### config.mk
export PLATFORM = sky130hd
export DESIGN_NAME = card_response_framer
export DESIGN_NICKNAME = d
export VERILOG_FILES = /design/src/card_response_framer_pkg.sv /design/src/card_response_framer.sv /design/src/link_clock_sampler.sv /design/src/response_crc7.sv
export SDC_FILE = /design/constraint.sdc
export NUM_CORES = 1
export LEC_CHECK = 0
export ABC_AREA = 1
export ABC_CLOCK_PERIOD_IN_PS = 27300
export BUFFER_PORTS_ARGS = -buffer_cell sky130_fd_sc_hd__clkbuf_2
export CORE_ASPECT_RATIO = 0.7
export CORE_MARGIN = 2
export CORE_UTILIZATION = 40
export CTS_BUF_LIST = sky130_fd_sc_hd__clkbuf_16
export CTS_CLUSTER_DIAMETER = 120
export DETAILED_ROUTE_END_ITERATION = 10
export PLACE_DENSITY = 0.54
export SETUP_SLACK_MARGIN = 0.05
export SLEW_MARGIN = 25
export SYNTH_ARGS = -nofsm -noshare
export SYNTH_HDL_FRONTEND = slang
export SYNTH_SLANG_ARGS = --single-unit
export TNS_END_PERCENT = 100
### constraint.sdc
create_clock -name clk_i -period 27.3 [get_ports clk_i]
set_input_delay 5.46 -clock clk_i [delete_from_list [all_inputs] [get_ports clk_i]]
set_output_delay 5.46 -clock clk_i [all_outputs]
set_load 0.005 [all_outputs]
### src/card_response_framer_pkg.sv
// Constants, types and the register map of the card response framer.
// Assumes a 32-bit Avalon-MM slave port addressed by word index.
package card_response_framer_pkg;

  localparam int unsigned CLK_HZ = 50000000;
  localparam int unsigned AW = 4;

  // Register word indices
  localparam logic [AW-1:0] REG_CTRL = 4'h0;
  localparam logic [AW-1:0] REG_STATUS = 4'h1;
  localparam logic [AW-1:0] REG_CARD_STATUS = 4'h2;
  localparam logic [AW-1:0] REG_OP_COND = 4'h3;
  localparam logic [AW-1:0] REG_REL_ADDR = 4'h4;
  localparam logic [AW-1:0] REG_CMD8_ARG = 4'h5;
  localparam logic [AW-1:0] REG_CONFIG = 4'h6;
  localparam logic [AW-1:0] REG_IDENT0 = 4'h7;
  localparam logic [AW-1:0] REG_SPEC0 = 4'hb;
  localparam logic [AW-1:0] REG_LAST = 4'he;

  // CTRL fields
  localparam int unsigned CTRL_TYPE_LSB = 0;
  localparam int unsigned CTRL_INDEX_LSB = 8;
  localparam int unsigned CTRL_BUSY_BIT = 30;
  localparam int unsigned CTRL_GO_BIT = 31;

  // CONFIG fields
  localparam int unsigned CFG_INIT_DONE = 0;
  localparam int unsigned CFG_HIGH_CAP = 1;
  localparam int unsigned CFG_CAP_FLAG = 2;
  localparam int unsigned CFG_RAIL12 = 3;
  localparam int unsigned CFG_SERIAL_ALT = 4;
  localparam int unsigned CFG_LOW_VOLT_DONE = 5;
  localparam int unsigned CFG_BOOT_ENTER = 6;
  localparam int unsigned CFG_BUSY_RELEASE = 7;
  localparam logic [7:0] CFG_RESET = 8'h00;

  // Frame layout
  localparam int unsigned FRAME_W = 136;
  localparam logic [7:0] LEN_SHORT = 8'd48;
  localparam logic [7:0] LEN_LONG = 8'd136;
  localparam logic [5:0] IDX_ALL_ONES = 6'h3f;
  localparam logic [5:0] IDX_PUBLISH_ADDR = 6'h03;
  localparam logic [5:0] IDX_IF_COND = 6'h08;
  localparam logic [5:0] IDX_RESET = 6'h00;
  localparam logic [6:0] CRC_ALL_ONES = 7'h7f;
  localparam logic [6:0] CRC_POLY = 7'h09;
  localparam logic [3:0] VOLT_27_36 = 4'h1;
  localparam logic [3:0] VOLT_LOW = 4'h2;
  localparam logic [31:0] STATUS_USED_MASK = 32'hfff9ffff;
  localparam int unsigned OP_COND_READY_BIT = 31;

  typedef enum logic [2:0] {
    RSP_NONE = 3'h0,
    RSP_NORMAL = 3'h1,
    RSP_IDENTITY = 3'h2,
    RSP_SPECIFIC = 3'h3,
    RSP_OP_COND = 3'h4,
    RSP_PUBLISH = 3'h5,
    RSP_IF_COND = 3'h6
  } rsp_type_t;

  typedef enum logic [2:0] {
    ST_IDLE = 3'b001,
    ST_SHIFT = 3'b010,
    ST_BUSY = 3'b100
  } frame_state_t;

  typedef struct packed {
    logic cmd;
    logic cmd_oe;
    logic dat0;
    logic dat0_oe;
  } card_pins_t;

endpackage : card_response_framer_pkg

### src/card_response_framer.sv
// Card-side response framer: builds response frames and shifts them out on the
// command line, and holds the data line busy after a busy-variant response.
// Assumes a host drives the card clock pin; software reaches the registers
// over Avalon-MM with waitrequest.
// Operation
// - Send response serially, MSB first, typed length
// - Start bit 0, direction 0, end bit 1
// - CRC7 in bits 7:1 except operating-conditions reply
// - Normal response 48 bits, index, status
// - Busy variant may hold data line busy
// - Identity and specific data use 136 bits
// - Long frame: ones at 133:128, register 127:1
// - Operating-conditions reply: index ones, CRC ones
// - Published address reply index is 000011
// - Upper argument half carries relative address
// - Lower half: status 23,22,19,12:0 packed
// - Interface reply index 001000, 39:22 zero
// - No interface reply unless voltage accepted
// - Echo voltage field and check pattern
// - Bit 21 reports third supply rail
// - Bit 20 reports serial alternative interface
// - Voltage code 0001b normal, 0010b low
// - After low-voltage identification report 0010b
// - Boot state left only by reset command
// - Conditions reply busy while initialising or capacity mismatch
// - Reserved card status bits read zero
`timescale 1ns/10ps
module card_response_framer (
  input wire logic clk_i,
  input wire logic rst_i,
  input wire logic ce_i,
  input wire logic [card_response_framer_pkg::AW-1:0] avs_address_i,
  input wire logic avs_read_i,
  input wire logic avs_write_i,
  input wire logic [31:0] avs_writedata_i,
  output logic [31:0] avs_readdata_o,
  output logic avs_waitrequest_o,
  input wire logic link_clk_i,
  input wire logic cmd_i,
  output card_response_framer_pkg::card_pins_t pins_o
);
  import card_response_framer_pkg::*;

  logic link_fall;
  logic ack_r;
  logic [31:0] readdata_r;
  logic wr_en;
  logic [31:0] ctrl_r;
  logic [31:0] card_status_r;
  logic [31:0] op_cond_r;
  logic [15:0] rel_addr_r;
  logic [11:0] cmd8_arg_r;
  logic [7:0] config_r;
  logic [31:0] ident_r [0:3];
  logic [31:0] spec_r [0:3];
  logic boot_r;
  logic busy_hold_r;
  logic suppressed_r;
  logic refused_r;
  frame_state_t state_r;
  frame_state_t state_nxt;
  logic [FRAME_W-1:0] frame_r;
  logic [7:0] bits_left_r;
  logic cmd_r;
  logic cmd_oe_r;
  logic dat0_oe_r;
  logic go;
  logic accept_go;
  rsp_type_t go_type;
  logic [5:0] go_index;
  logic [31:0] status_clean;
  logic [31:0] short_arg;
  logic [39:0] short_head;
  logic [6:0] short_crc;
  logic [6:0] short_crc_field;
  logic [127:0] long_reg;
  logic [3:0] volt_field;
  logic volt_ok;
  logic op_cond_busy;
  logic [5:0] head_index;
  logic sends_frame;
  logic cmd_sync_meta_r;
  logic cmd_sync_r;

  link_clock_sampler u_sampler (
    .clk_i(clk_i),
    .rst_i(rst_i),
    .ce_i(ce_i),
    .link_clk_i(link_clk_i),
    .fall_o(link_fall)
  );

  // Bus slave: one wait cycle, then the access completes
  assign avs_waitrequest_o = (avs_read_i | avs_write_i) & ~ack_r;
  assign avs_readdata_o = readdata_r;
  assign wr_en = ce_i & avs_write_i & ack_r;

  always_ff @(posedge clk_i or posedge rst_i) begin
    if (rst_i) begin
      ack_r <= 1'b0;
    end else if (ce_i) begin
      ack_r <= (avs_read_i | avs_write_i) & ~ack_r;
    end
  end

  always_ff @(posedge clk_i or posedge rst_i) begin
    if (rst_i) begin
      readdata_r <= 32'h00000000;
    end else if (ce_i && avs_read_i && !ack_r) begin
      case (avs_address_i)
        REG_CTRL: readdata_r <= {ctrl_r[31:14], ctrl_r[13:0]} & 32'h40003f07;
        REG_STATUS: readdata_r <= {24'h000000, cmd_sync_r, refused_r, suppressed_r, busy_hold_r, boot_r, state_r};
        REG_CARD_STATUS: readdata_r <= card_status_r;
        REG_OP_COND: readdata_r <= op_cond_r;
        REG_REL_ADDR: readdata_r <= {16'h0000, rel_addr_r};
        REG_CMD8_ARG: readdata_r <= {20'h00000, cmd8_arg_r};
        REG_CONFIG: readdata_r <= {24'h000000, config_r & 8'h3f};
        default: begin
          if (avs_address_i >= REG_IDENT0 && avs_address_i < REG_SPEC0) begin
            readdata_r <= ident_r[2'(avs_address_i - REG_IDENT0)];
          end else if (avs_address_i >= REG_SPEC0 && avs_address_i <= REG_LAST) begin
            readdata_r <= spec_r[2'(avs_address_i - REG_SPEC0)];
          end else begin
            readdata_r <= 32'h00000000;
          end
        end
      endcase
    end
  end

  // Software-written contents
  always_ff @(posedge clk_i or posedge rst_i) begin
    if (rst_i) begin
      ctrl_r <= 32'h00000000;
      card_status_r <= 32'h00000000;
      op_cond_r <= 32'h00000000;
      rel_addr_r <= 16'h0000;
      cmd8_arg_r <= 12'h000;
      config_r <= CFG_RESET;
      for (int i = 0; i < 4; i++) begin
        ident_r[i] <= 32'h00000000;
        spec_r[i] <= 32'h00000000;
      end
    end else if (wr_en) begin
      case (avs_address_i)
        REG_CTRL: ctrl_r <= avs_writedata_i;
        REG_CARD_STATUS: card_status_r <= avs_writedata_i;
        REG_OP_COND: op_cond_r <= avs_writedata_i;
        REG_REL_ADDR: rel_addr_r <= avs_writedata_i[15:0];
        REG_CMD8_ARG: cmd8_arg_r <= avs_writedata_i[11:0];
        REG_CONFIG: config_r <= avs_writedata_i[7:0];
        default: begin
          if (avs_address_i >= REG_IDENT0 && avs_address_i < REG_SPEC0) begin
            ident_r[2'(avs_address_i - REG_IDENT0)] <= avs_writedata_i;
          end else if (avs_address_i >= REG_SPEC0 && avs_address_i <= REG_LAST) begin
            spec_r[2'(avs_address_i - REG_SPEC0)] <= avs_writedata_i;
          end
        end
      endcase
    end
  end

  // Command line is only observed, for software visibility
  always_ff @(posedge clk_i or posedge rst_i) begin
    if (rst_i) begin
      cmd_sync_meta_r <= 1'b1;
      cmd_sync_r <= 1'b1;
    end else if (ce_i) begin
      cmd_sync_meta_r <= cmd_i;
      cmd_sync_r <= cmd_sync_meta_r;
    end
  end

  // A write of CTRL with the go bit requests one response
  assign go = wr_en && avs_address_i == REG_CTRL && avs_writedata_i[CTRL_GO_BIT];
  assign go_type = rsp_type_t'(avs_writedata_i[CTRL_TYPE_LSB +: 3]);
  assign go_index = avs_writedata_i[CTRL_INDEX_LSB +: 6];
  // In boot state only the reset command is served
  assign accept_go = go && state_r == ST_IDLE && (!boot_r || go_index == IDX_RESET);

  always_ff @(posedge clk_i or posedge rst_i) begin
    if (rst_i) begin
      boot_r <= 1'b0;
    end else if (accept_go && go_index == IDX_RESET) begin
      boot_r <= 1'b0;
    end else if (wr_en && avs_address_i == REG_CONFIG && avs_writedata_i[CFG_BOOT_ENTER]) begin
      boot_r <= 1'b1;
    end
  end

  // A refused go starts no frame and only updates CTRL, so software polls this flag to learn of it
  always_ff @(posedge clk_i or posedge rst_i) begin
    if (rst_i) begin
      refused_r <= 1'b0;
    end else if (go) begin
      refused_r <= ~accept_go;
    end
  end

  // Field assembly
  assign status_clean = card_status_r & STATUS_USED_MASK;
  // Low-voltage completion overrides the echoed code, so the host sees the switch took
  assign volt_field = config_r[CFG_LOW_VOLT_DONE] ? VOLT_LOW : cmd8_arg_r[11:8];
  assign volt_ok = config_r[CFG_LOW_VOLT_DONE] || cmd8_arg_r[11:8] == VOLT_27_36;
  assign op_cond_busy = ~config_r[CFG_INIT_DONE] | (config_r[CFG_HIGH_CAP] & ~config_r[CFG_CAP_FLAG]);
  assign sends_frame = go_type != RSP_NONE && (go_type != RSP_IF_COND || volt_ok);

  always_comb begin
    head_index = go_index;
    short_arg = status_clean;
    case (go_type)
      RSP_OP_COND: begin
        head_index = IDX_ALL_ONES;
        short_arg = {~op_cond_busy, op_cond_r[OP_COND_READY_BIT-1:0]};
      end
      RSP_PUBLISH: begin
        head_index = IDX_PUBLISH_ADDR;
        short_arg = {rel_addr_r, status_clean[23], status_clean[22], status_clean[19], status_clean[12:0]};
      end
      RSP_IF_COND: begin
        head_index = IDX_IF_COND;
        short_arg = {18'h00000, config_r[CFG_RAIL12], config_r[CFG_SERIAL_ALT], volt_field,
                     cmd8_arg_r[7:0]};
      end
      default: begin
        head_index = go_index;
        short_arg = status_clean;
      end
    endcase
  end

  assign short_head = {1'b0, 1'b0, head_index, short_arg};

  response_crc7 u_crc (
    .data_i(short_head),
    .crc_o(short_crc)
  );

  // The conditions reply carries no real check field, so it is forced to ones
  assign short_crc_field = go_type == RSP_OP_COND ? CRC_ALL_ONES : short_crc;
  // Only one long register is staged, chosen by the reply type
  assign long_reg = go_type == RSP_SPECIFIC ? {spec_r[3], spec_r[2], spec_r[1], spec_r[0]}
                                            : {ident_r[3], ident_r[2], ident_r[1], ident_r[0]};

  always_ff @(posedge clk_i or posedge rst_i) begin
    if (rst_i) begin
      suppressed_r <= 1'b0;
    end else if (accept_go) begin
      suppressed_r <= go_type == RSP_IF_COND && !volt_ok;
    end
  end

  // Frame sequencing
  always_comb begin
    state_nxt = state_r;
    case (state_r)
      ST_IDLE: begin
        if (accept_go && sends_frame) begin
          state_nxt = ST_SHIFT;
        end
      end
      ST_SHIFT: begin
        if (ce_i && link_fall && bits_left_r == 8'd0) begin
          state_nxt = busy_hold_r ? ST_BUSY : ST_IDLE;
        end
      end
      ST_BUSY: begin
        if (!busy_hold_r) begin
          state_nxt = ST_IDLE;
        end
      end
      default: state_nxt = ST_IDLE;
    endcase
  end

  always_ff @(posedge clk_i or posedge rst_i) begin
    if (rst_i) begin
      state_r <= ST_IDLE;
    end else if (ce_i) begin
      state_r <= state_nxt;
    end
  end

  // Busy is held until software releases it; release wins only when no new busy is asked
  always_ff @(posedge clk_i or posedge rst_i) begin
    if (rst_i) begin
      busy_hold_r <= 1'b0;
    end else if (accept_go && sends_frame) begin
      busy_hold_r <= go_type == RSP_NORMAL && avs_writedata_i[CTRL_BUSY_BIT];
    end else if (wr_en && avs_address_i == REG_CONFIG && avs_writedata_i[CFG_BUSY_RELEASE]) begin
      busy_hold_r <= 1'b0;
    end
  end

  // Shift register: bit FRAME_W-1 is always the next bit on the line
  always_ff @(posedge clk_i or posedge rst_i) begin
    if (rst_i) begin
      frame_r <= '0;
      bits_left_r <= 8'd0;
    end else if (ce_i) begin
      if (accept_go && sends_frame) begin
        if (go_type == RSP_IDENTITY || go_type == RSP_SPECIFIC) begin
          frame_r <= {1'b0, 1'b0, IDX_ALL_ONES, long_reg[127:1], 1'b1};
          bits_left_r <= LEN_LONG;
        end else begin
          frame_r <= {short_head, short_crc_field, 1'b1, 88'h0};
          bits_left_r <= LEN_SHORT;
        end
      end else if (state_r == ST_SHIFT && link_fall && bits_left_r != 8'd0) begin
        frame_r <= {frame_r[FRAME_W-2:0], 1'b0};
        bits_left_r <= bits_left_r - 8'd1;
      end
    end
  end

  // Line drivers change on the card clock's falling edge so the host samples a settled bit
  always_ff @(posedge clk_i or posedge rst_i) begin
    if (rst_i) begin
      cmd_r <= 1'b1;
      cmd_oe_r <= 1'b0;
    end else if (ce_i && state_r == ST_SHIFT && link_fall) begin
      if (bits_left_r == 8'd0) begin
        cmd_r <= 1'b1;
        cmd_oe_r <= 1'b0;
      end else begin
        cmd_r <= frame_r[FRAME_W-1];
        cmd_oe_r <= 1'b1;
      end
    end
  end

  always_ff @(posedge clk_i or posedge rst_i) begin
    if (rst_i) begin
      dat0_oe_r <= 1'b0;
    end else if (ce_i) begin
      dat0_oe_r <= state_nxt == ST_BUSY;
    end
  end

  // One assignment in field order keeps a single driver on the carrier
  assign pins_o = {cmd_r, cmd_oe_r, 1'b0, dat0_oe_r};
endmodule : card_response_framer

### src/link_clock_sampler.sv
// Two-flop synchroniser for the host's card clock, with falling-edge detect.
// Assumes the link clock is far slower than clk_i.
`timescale 1ns/10ps
module link_clock_sampler (
  input wire logic clk_i,
  input wire logic rst_i,
  input wire logic ce_i,
  input wire logic link_clk_i,
  output logic fall_o
);
  logic meta_r;
  logic sync_r;
  logic last_r;

  always_ff @(posedge clk_i or posedge rst_i) begin
    if (rst_i) begin
      meta_r <= 1'b0;
      sync_r <= 1'b0;
      last_r <= 1'b0;
    end else if (ce_i) begin
      meta_r <= link_clk_i;
      sync_r <= meta_r;
      last_r <= sync_r;
    end
  end

  assign fall_o = ce_i & last_r & ~sync_r;
endmodule : link_clock_sampler

### src/response_crc7.sv
// Combinational 7-bit CRC over the 40 leading bits of a short frame.
// Used only at frame load time, so the loop depth costs no link timing.
`timescale 1ns/10ps
module response_crc7 (
  input wire logic [39:0] data_i,
  output logic [6:0] crc_o
);
  import card_response_framer_pkg::*;

  always_comb begin
    logic [6:0] rem;
    logic fb;
    rem = 7'h00;
    fb = 1'b0;
    for (int i = 39; i >= 0; i--) begin
      fb = rem[6] ^ data_i[i];
      rem = {rem[5:0], 1'b0};
      if (fb) begin
        rem = rem ^ CRC_POLY;
      end
    end
    crc_o = rem;
  end
endmodule : response_crc7

After elaboration in Yosys (flattened, before gate mapping)
Index checks and enable logic that the tools add are counted.
{"block": "totals", "ff_bits": 577, "inputBits": 43}
{"block": "classes", "n_addsub": 3, "eq_ne": 18, "muxes": 75, "bitwise_logic": 92, "order_cmp": 8, "n_reduce_logical": 49}
{"cell": "136-bit 2-to-1 mux", "count": 2}
{"cell": "128-bit bitwise mux", "count": 2}
{"cell": "32-bit 2-to-1 mux", "count": 8}
{"cell": "32-bit case mux with 7 select lines", "count": 1}
{"cell": "4-bit 2-to-1 mux", "count": 39}
{"cell": "134-bit 2-to-1 mux", "count": 1}
{"cell": "32-bit binary-select mux with 2-bit select", "count": 2}
{"cell": "32-bit demux with 2-bit select", "count": 2}
{"cell": "128-bit 2-to-1 mux", "count": 1}
{"cell": "32-bit case mux with 3 select lines", "count": 1}
{"cell": "2-bit inverter", "count": 37}
{"cell": "1-bit bitwise XOR", "count": 34}
{"cell": "1-bit logical AND", "count": 24}
{"cell": "8-bit 2-to-1 mux", "count": 3}
{"cell": "6-bit case mux with 3 select lines", "count": 1}
{"cell": "3-bit == test (second input constant)", "count": 5}
{"cell": "2-bit AND reduction", "count": 7}
{"cell": "4-bit by 3-bit == test with 1-bit output (second input constant)", "count": 3}
{"cell": "3-bit 2-to-1 mux", "count": 4}
{"cell": "3-bit by 2-bit == test with 1-bit output (second input constant)", "count": 3}
{"cell": "3-bit case mux with 3 select lines", "count": 1}
{"cell": "4-bit by 1-bit == test with 1-bit output (second input constant)", "count": 2}
{"cell": "4-bit by 2-bit == test with 1-bit output (second input constant)", "count": 2}
{"cell": "8-bit logical NOT", "count": 1}
{"cell": "other kinds (27)", "count": 59}

Depth between registers and ports, before layout
Gate-level depths: netlist of run 1.
{"block": "logic_depth", "ltp_word": 80, "mapped_depth": 33}

Cells and area by module
Synthesis of run 1 repeated with hierarchy kept, for this count alone.
{"block": "hier_totals", "cells_unflattened": 4273, "hier_area_um2": 30185.2}
{"module": "card_response_framer", "instances": 1, "cells_each": 3944, "area_per_inst_um2": 28539.9}
{"module": "response_crc7", "instances": 1, "cells_each": 313, "area_per_inst_um2": 1521.5}
{"module": "link_clock_sampler", "instances": 1, "cells_each": 16, "area_per_inst_um2": 123.9}

Worst setup path before layout of run 1
No wires, ideal clock.
{"block": "synth_timing", "kind": "input to output", "from": "input avs_read_i", "to": "output avs_waitrequest_o", "t_arrival_ns": 5.676, "path_stages": 2, "n_path_buf": 0, "required_ns": 21.840, "path_slack_ns": 16.164, "path_cell_list": "inv_1 > a21oi_1"}
{"block": "synth_between", "elab_chain_len": 2}
{"item": "start, declared", "line": "card_response_framer.sv:33", "text": "input wire logic avs_read_i,"}
{"item": "1-bit OR", "line": "card_response_framer.sv:94", "text": "assign avs_waitrequest_o = (avs_read_i | avs_write_i) & ~ack_r;"}
{"item": "1-bit bitwise AND", "line": "card_response_framer.sv:94"}
{"item": "end, declared", "line": "card_response_framer.sv:37", "text": "output logic avs_waitrequest_o,"}
No other way between the ends.

Worst setup path after layout of run 1
Same ends and word-level chain as after synthesis.

==> results.json, run 1 <==
{
  "status": "complete, no violations",
  "hp-class": "flop to flop",
  "fin_cells": 4406,
  "swShare": 0.3368,
  "rows": 81,
  "clock_latency_ns": 0.65,
  "hold_violations": 0,
  "synth_warnings": 0,
  "start_util": 0.4029,
  "grt_first_pass_wirelength_mm": 154.0,
  "ios": 80,
  "setup-tns-final_ns": 0,
  "dp_cells": 4301,
  "synth_seq_cells": 556,
  "totalWireLength_mm": 102.2,
  "fmax_ghz": 0.08810,
  "timing.final.ws_setup_ns": 15.95,
  "fin_util": 0.4424,
  "htreeDepth": 2,
  "antenna_found_initial": 0,
  "dieHeight_um": 225.6,
  "post_cts_buffers": 0,
  "cp.arrival_ns": 5.89,
  "place_hpwl_mm": 66.73,
  "synth_edf_count": 0,
  "cts_sinks": 556,
  "hold_ws_ns": 0.4807,
  "powerDensity_nw_per_um2": 77.02,
  "power_mw": 2.373,
  "pwr-share-clk": 0.326,
  "ys_seq_area_frac": 0.4961,
  "grt_pass1_vias": 24140,
  "synth_nets": 3563,
  "area_growth_pct": 9.808,
  "track_usage": 0.2800,
  "critPathKind": "input port to primary output",
  "via_per_inst": 5.861,
  "synth_cell_type_count": 56,
  "worst_ir_drop_vdd_v": 0.00005602,
  "ys.flop_type": "dfrtp_1",
  "layout_commonest_cell": "nand2_1",
  "drv_slew": 0,
  "cts.clk_slew.worst_paths_ns": 0.06,
  "diodes": 0,
  "ctsRootBufferMaster": "clkbuf_16",
  "die_w_um": 320.5,
  "netlist_area_um2": 28050,
  "p_switching_mw": 0.7990,
  "cts_resized": 0,
  "p_comb_frac": 0.228,
  "rsz0062_at_grt": "false",
  "port_buffers": 78,
  "place_area_um2": 29000,
  "async_flop_share": 1.000,
  "p_leak_nw": 14.46,
  "seq_power_share": 0.446,
  "overflow": 0,
  "wl_per_cell_um": 23.20,
  "firstDrtPassIters": 6,
  "preCtsSetupSlack_ns": 15.95,
  "coreArea_um2": 69630,
  "endpoint_kind": "primary output",
  "fin_crit_sh": 0.4158,
  "required_ns": 21.84,
  "cts_buffers": 58,
  "cap_violations": 0,
  "syn_inst": 3512,
  "cts_hold_buffers": 0,
  "setup_violations": 0,
  "routabilityCongestion": 0.9742,
  "final_nets": 3500,
  "final.min_clock_period_ns": 11.35,
  "via_count": 25820,
  "drc": 0,
  "p_int_mw": 1.574,
  "path_max_fanout": 2,
  "cts_tree": "built",
  "layout_common_cells": "nand2_1 (763), dfrtp_1 (552), o21ai_0 (537), inv_1 (390), o22ai_1 (295)",
  "syn_avg_cell_area_um2": 7.988,
  "final_cell_area_um2": 30800,
  "drive_gt1_frac": 0.08531,
  "fin_worst_skew_ns": 0.01810,
  "die-area_um2": 72300,
  "start_kind": "input port",
  "relSlewSlack": 0.3003,
  "drt.antenna.violating_nets": 0,
  "tightestPinTransition_ns": 1.048,
  "drt_iter0_drc": 2976,
  "clockBufferDepth": 3,
  "grt_max_degree": 121
}
## final timing paths
check | start | to | slack, ns | cells after the start
setup reg to reg | ack_r | frame_r[42] | 22.67 | 12
min in group asynchronous | rst_i | spec_r[68] | 4.97 | 2
hold reg to reg | u_sampler.sync_r | u_sampler.sync_r | 0.48 | 2
setup / recovery | avs_read_i | avs_waitrequest_o | 15.95 | 4
hold / removal | u_sampler.sync_r | u_sampler.sync_r | 0.48 | 2
max in group asynchronous | rst_i | avs_readdata_o[7] | 20.20 | 4
## cells in the mapped netlist (5+ instances only)
library cell / n / share of area
nand2_1: 771 / 0.10
dfrtp_1: 552 / 0.49
o21ai_0: 537 / 0.096
inv_1: 380 / 0.051
o22ai_1: 295 / 0.066
nor2_1: 225 / 0.030
clkbuf_1: 202 / 0.027
a21oi_1: 108 / 0.019
nand3_1: 92 / 0.016
o32ai_1: 64 / 0.020
a211oi_1: 51 / 0.014
nand2_2: 28 / 0.0062
buf_2: 22 / 0.0039
inv_2: 19 / 0.0025
a221oi_1: 18 / 0.0056
o221ai_1: 15 / 0.0047
nand3_2: 9 / 0.0032
nor3_1: 9 / 0.0016
xor2_1: 9 / 0.0028
ha_1: 8 / 0.0036
nand4_1: 8 / 0.0018
buf_4: 7 / 0.0019
a22oi_1: 6 / 0.0016
nand3b_1: 6 / 0.0016
buf_1: 5 / 0.00067
nand2_4: 5 / 0.0020
o21ai_1: 5 / 0.00089
## power by group through the flow
| stage | Combinational, mW | Sequential [mW] | Clock [mW] |
|---|---|---|---|
| floorplan | 0.374 | 1.04 | 0 |
| global placement | 0.518 | 1.07 | 0 |
| detailed placement | 0.529 | 1.07 | 0 |
| CTS | 0.531 | 1.06 | 0.783 |
| global route | 0.601 | 1.07 | 0.818 |
| finish | 0.540 | 1.06 | 0.774 |
## per-layer routing
layer,part of all wire,vias up,GRT usage
met2,0.41,1125,0.3918
met5,0,-,0
met1,0.47,12750,0.4192
li1,-,11770,-
met4,0.036,0,0.1012
met3,0.091,175,0.06448
## sequential cells by signal, indices dropped and copies added (netlist names), 3 cells and up
register,cells
op_cond_r,32
card_status_r,32
bits_left_r,8
state_r,3
cmd8_arg_r,12
ctrl_r,10
frame_r,136
spec_r,128
config_r,6
ident_r,128
rel_addr_r,16
avs_readdata_o,32
## final cells by class
type                       count  area [µm²]
fill                        6900       38820
sequential                   556       13920
multi-input combinational   2315       11730
inverter                     401        1526
clock buffer                  59        1476
tap                          913        1142
timing repair buffer         117       715.7
clock inverter                45       294.0
## critical path, stage by stage
cell and delay (ns):
clkbuf_2 0.08, inv_1 0.04, a21oi_1 0.17, clkbuf_2 0.14
## kinds of logic (layout without fill, tap and decap cells)
group | count (synthesis) | after routing | share of synthesized area
other cells | 1 | 1 | 0.0001337
compound gates | 1125 | 1125 | 0.2350
flops | 556 | 556 | 0.4961
fa+ha+maj | 8 | 8 | 0.003568
xor+xnor | 15 | 15 | 0.005486
simple gates | 1166 | 1166 | 0.1703
buf+inv | 641 | 622 | 0.08929
Note: power is estimated with default switching activity, not from simulation.
==> inputs of run 2 (changes only) <==
Settings changed: ABC_AREA 1 to 0, ABC_CLOCK_PERIOD_IN_PS 27300 to 9200, PLACE_DENSITY 0.54 to 0.56.
Clock period 27.3 ns to 9.2 ns, I/O delays scaled along.
==> run 2 against run 1 <==
Global-route usage down 1.8 points. First-iteration DRC count down 13%. Non-clock buffer count up 5. Routed wire length down 7.3%. Synthesized cell count down 29%. Register-to-register slack worse by 18 ns. Synthesized area up 0.40%. Worst setup slack worse by 12 ns. Critical path type is now input port to flop. Critical path depth up 10.
==> results.json, run 2 <==
{
  "final.min_clock_period_ns": 5.728,
  "rsz0062_at_grt": "false",
  "fin_worst_skew_ns": 0.02192,
  "path_max_fanout": 87,
  "drt.antenna.violating_nets": 0,
  "cts_sinks": 556,
  "status": "complete, no violations",
  "firstDrtPassIters": 10,
  "diodes": 0,
  "r2r_slack_ns": 4.70,
  "holdPathStages": 1,
  "hold_violations": 0,
  "start_util": 0.4039,
  "via_count": 21300,
  "dp_cells": 3292,
  "overflow": 0,
  "tightestPinTransition_ns": 1.255,
  "area_growth_pct": 10.34,
  "cts_buffers": 56,
  "min_to": "avs_readdata_o[16]",
  "r2r_start": "ack_r",
  "cts_resized": 0,
  "synth_commonest_cells": "dfrtp_1 (552), mux2_2 (357), clkbuf_1 (199), o21ai_0 (199), nor2_1 (198)",
  "synth_warnings": 0,
  "fmax_ghz": 0.1746,
  "totalWireLength_mm": 94.78,
  "dr_wl_met2_mm": 39.79,
  "regMostFlops": "frame_r",
  "p_switching_mw": 2.155,
  "synth_top_cell_by_area": "dfrtp_1",
  "p_comb_frac": 0.230,
  "layout_commonest_cell": "dfrtp_1",
  "fin_cells": 3392,
  "coreArea_um2": 69730,
  "endpoint_kind": "flop",
  "grt_max_degree": 175,
  "synth_edf_count": 0,
  "preCtsSetupSlack_ns": 2.936,
  "wl_met3_mm": 9.605,
  "antenna_found_initial": 2,
  "final_cell_area_um2": 31080,
  "required_ns": 9.73,
  "syn_avg_cell_area_um2": 11.24,
  "relSlewSlack": 0.1631,
  "min_from": "avs_readdata_o[16]",
  "reg2reg_to": "frame_r[39]",
  "synth_nets": 2557,
  "setup_violations": 0,
  "drv_slew": 0,
  "grt_first_pass_wirelength_mm": 142.4,
  "p_int_mw": 5.024,
  "critPathKind": "input port to flop",
  "wirelength_met1_mm": 43.27,
  "timing.final.ws_setup_ns": 3.472,
  "drt_iter0_drc": 2576,
  "swShare": 0.3002,
  "route.top_layer_used": "met5",
  "largest_reg_flops": 136,
  "cts_tree": "built",
  "routabilityCongestion": 0.9302,
  "final_nets": 2490,
  "die_w_um": 321.2,
  "cts.clk_slew.worst_paths_ns": 0.06,
  "ys_top_cells_by_area": "dfrtp_1 (49%), mux2_2 (14%), mux4_2 (5.1%), o21ai_0 (3.5%), clkbuf_1 (2.7%)",
  "ctsRootBufferMaster": "clkbuf_16",
  "worst_ir_drop_vdd_v": 0.0001292,
  "cap_violations": 0,
  "seq_power_share": 0.444,
  "drive_gt1_frac": 0.2699,
  "htreeDepth": 2,
  "pwr-share-clk": 0.326,
  "rr_worst_depth": 11,
  "ys_seq_area_frac": 0.4942,
  "wl_per_cell_um": 27.94,
  "start_kind": "input port",
  "post_cts_buffers": 0,
  "powerDensity_nw_per_um2": 231.0,
  "cp.arrival_ns": 6.26,
  "yosysMostFrequentCell": "dfrtp_1",
  "netlist_area_um2": 28170,
  "place_area_um2": 29210,
  "dieHeight_um": 226.0,
  "place_hpwl_mm": 58.55,
  "port_buffers": 78,
  "track_usage": 0.2620,
  "syn_inst": 2506,
  "ios": 80,
  "async_flop_share": 1.000,
  "clock_latency_ns": 0.64,
  "hold_ws_ns": 0.4814,
  "grt_pass1_vias": 20970,
  "synth_seq_cells": 556,
  "drc": 0,
  "synth_cell_type_count": 72,
  "via_per_inst": 6.281,
  "ys.flop_type": "dfrtp_1",
  "yosysTopAreaCellShare": 0.4904,
  "power_mw": 7.179,
  "layout_common_cells": "dfrtp_1 (552), mux2_2 (357), o21ai_0 (199), nor2_1 (193), a21oi_1 (145)",
  "hp-class": "flop to flop",
  "cts_hold_buffers": 0,
  "fin_crit_sh": 0.6227,
  "p_leak_nw": 13.93,
  "top_regs": "frame_r x136, ident_r x128, spec_r x128",
  "clockBufferDepth": 3,
  "die-area_um2": 72590,
  "rows": 81
}
[run 2: power by group through the flow]
stage               registers [mW]  clock network [mW]  logic, mW
floorplan                     3.08                   0       1.28
global placement              3.20                   0       1.61
detailed placement            3.21                   0       1.63
CTS                           3.17                2.37       1.64
global route                  3.23                2.48       1.78
finish                        3.19                2.34       1.65
[run 2: critical path: stages]
cell	delay [ns]
buf_4	0.30
inv_1	0.27
ha_4	0.19
inv_1	0.07
nor3_1	0.18
buf_4	0.27
and3_1	0.26
and2_1	0.14
buf_4	0.37
nand2_4	0.38
nand2_4	0.64
buf_4	0.82
nor2_1	0.11
a21oi_1	0.18
[run 2: how the worst max path moves through the flow]
| stage | start | end | slack (ns) | cells past startpoint |
|---|---|---|---|---|
| after global routing | avs_address_i[0] | frame_r[105] | 3.25 | 13 |
| after CTS | avs_address_i[0] | frame_r[39] | 3.57 | 14 |
| after floorplan | rst_i | ack_r | -0.20 | 1 |
| final | avs_address_i[0] | frame_r[39] | 3.47 | 14 |
| after global placement | avs_address_i[0] | frame_r[98] | 2.99 | 14 |
| after detailed placement | avs_address_i[0] | frame_r[105] | 2.94 | 13 |
[run 2: metal layers]
layer  global-route usage  up-vias
li1                     -     9050
met1               0.3928    11110
met2               0.3739      998
met3              0.07120      143
met4              0.06120        4
met5                    0        -
[run 2: kinds of logic (layout without fill, tap and decap cells)]
logic type,count (synthesis),after routing,share of synthesized area
AOI/OAI and AO/OA,632,632,0.1430
DFF,556,556,0.4942
and+or+nand+nor,505,505,0.08169
muxes,469,469,0.2110
buffers and inverters,268,241,0.03812
xor gates and xnor gates,67,67,0.02843
adders and majority gates,8,8,0.003554
other,1,1,0.0001331
[run 2: final cells by class]
type	count	area [µm²]
clock buffers	57	1426
clock inverters	41	379.1
fillers	6459	38650
inverters	21	82.58
multi-input cells	1682	13320
flip-flops and latches	556	13920
well taps	913	1142
repair buffers	122	810.8
[run 2: through the flow]
step / utilization / setup TNS [ns]
6_report: 0.4457 / 0
5_1_grt: 0.4457 / 0
3_5_place_dp: 0.4190 / 0
2_1_floorplan: - / -112.89
4_1_cts: 0.4449 / 0
3_3_place_gp: 0.4189 / 0
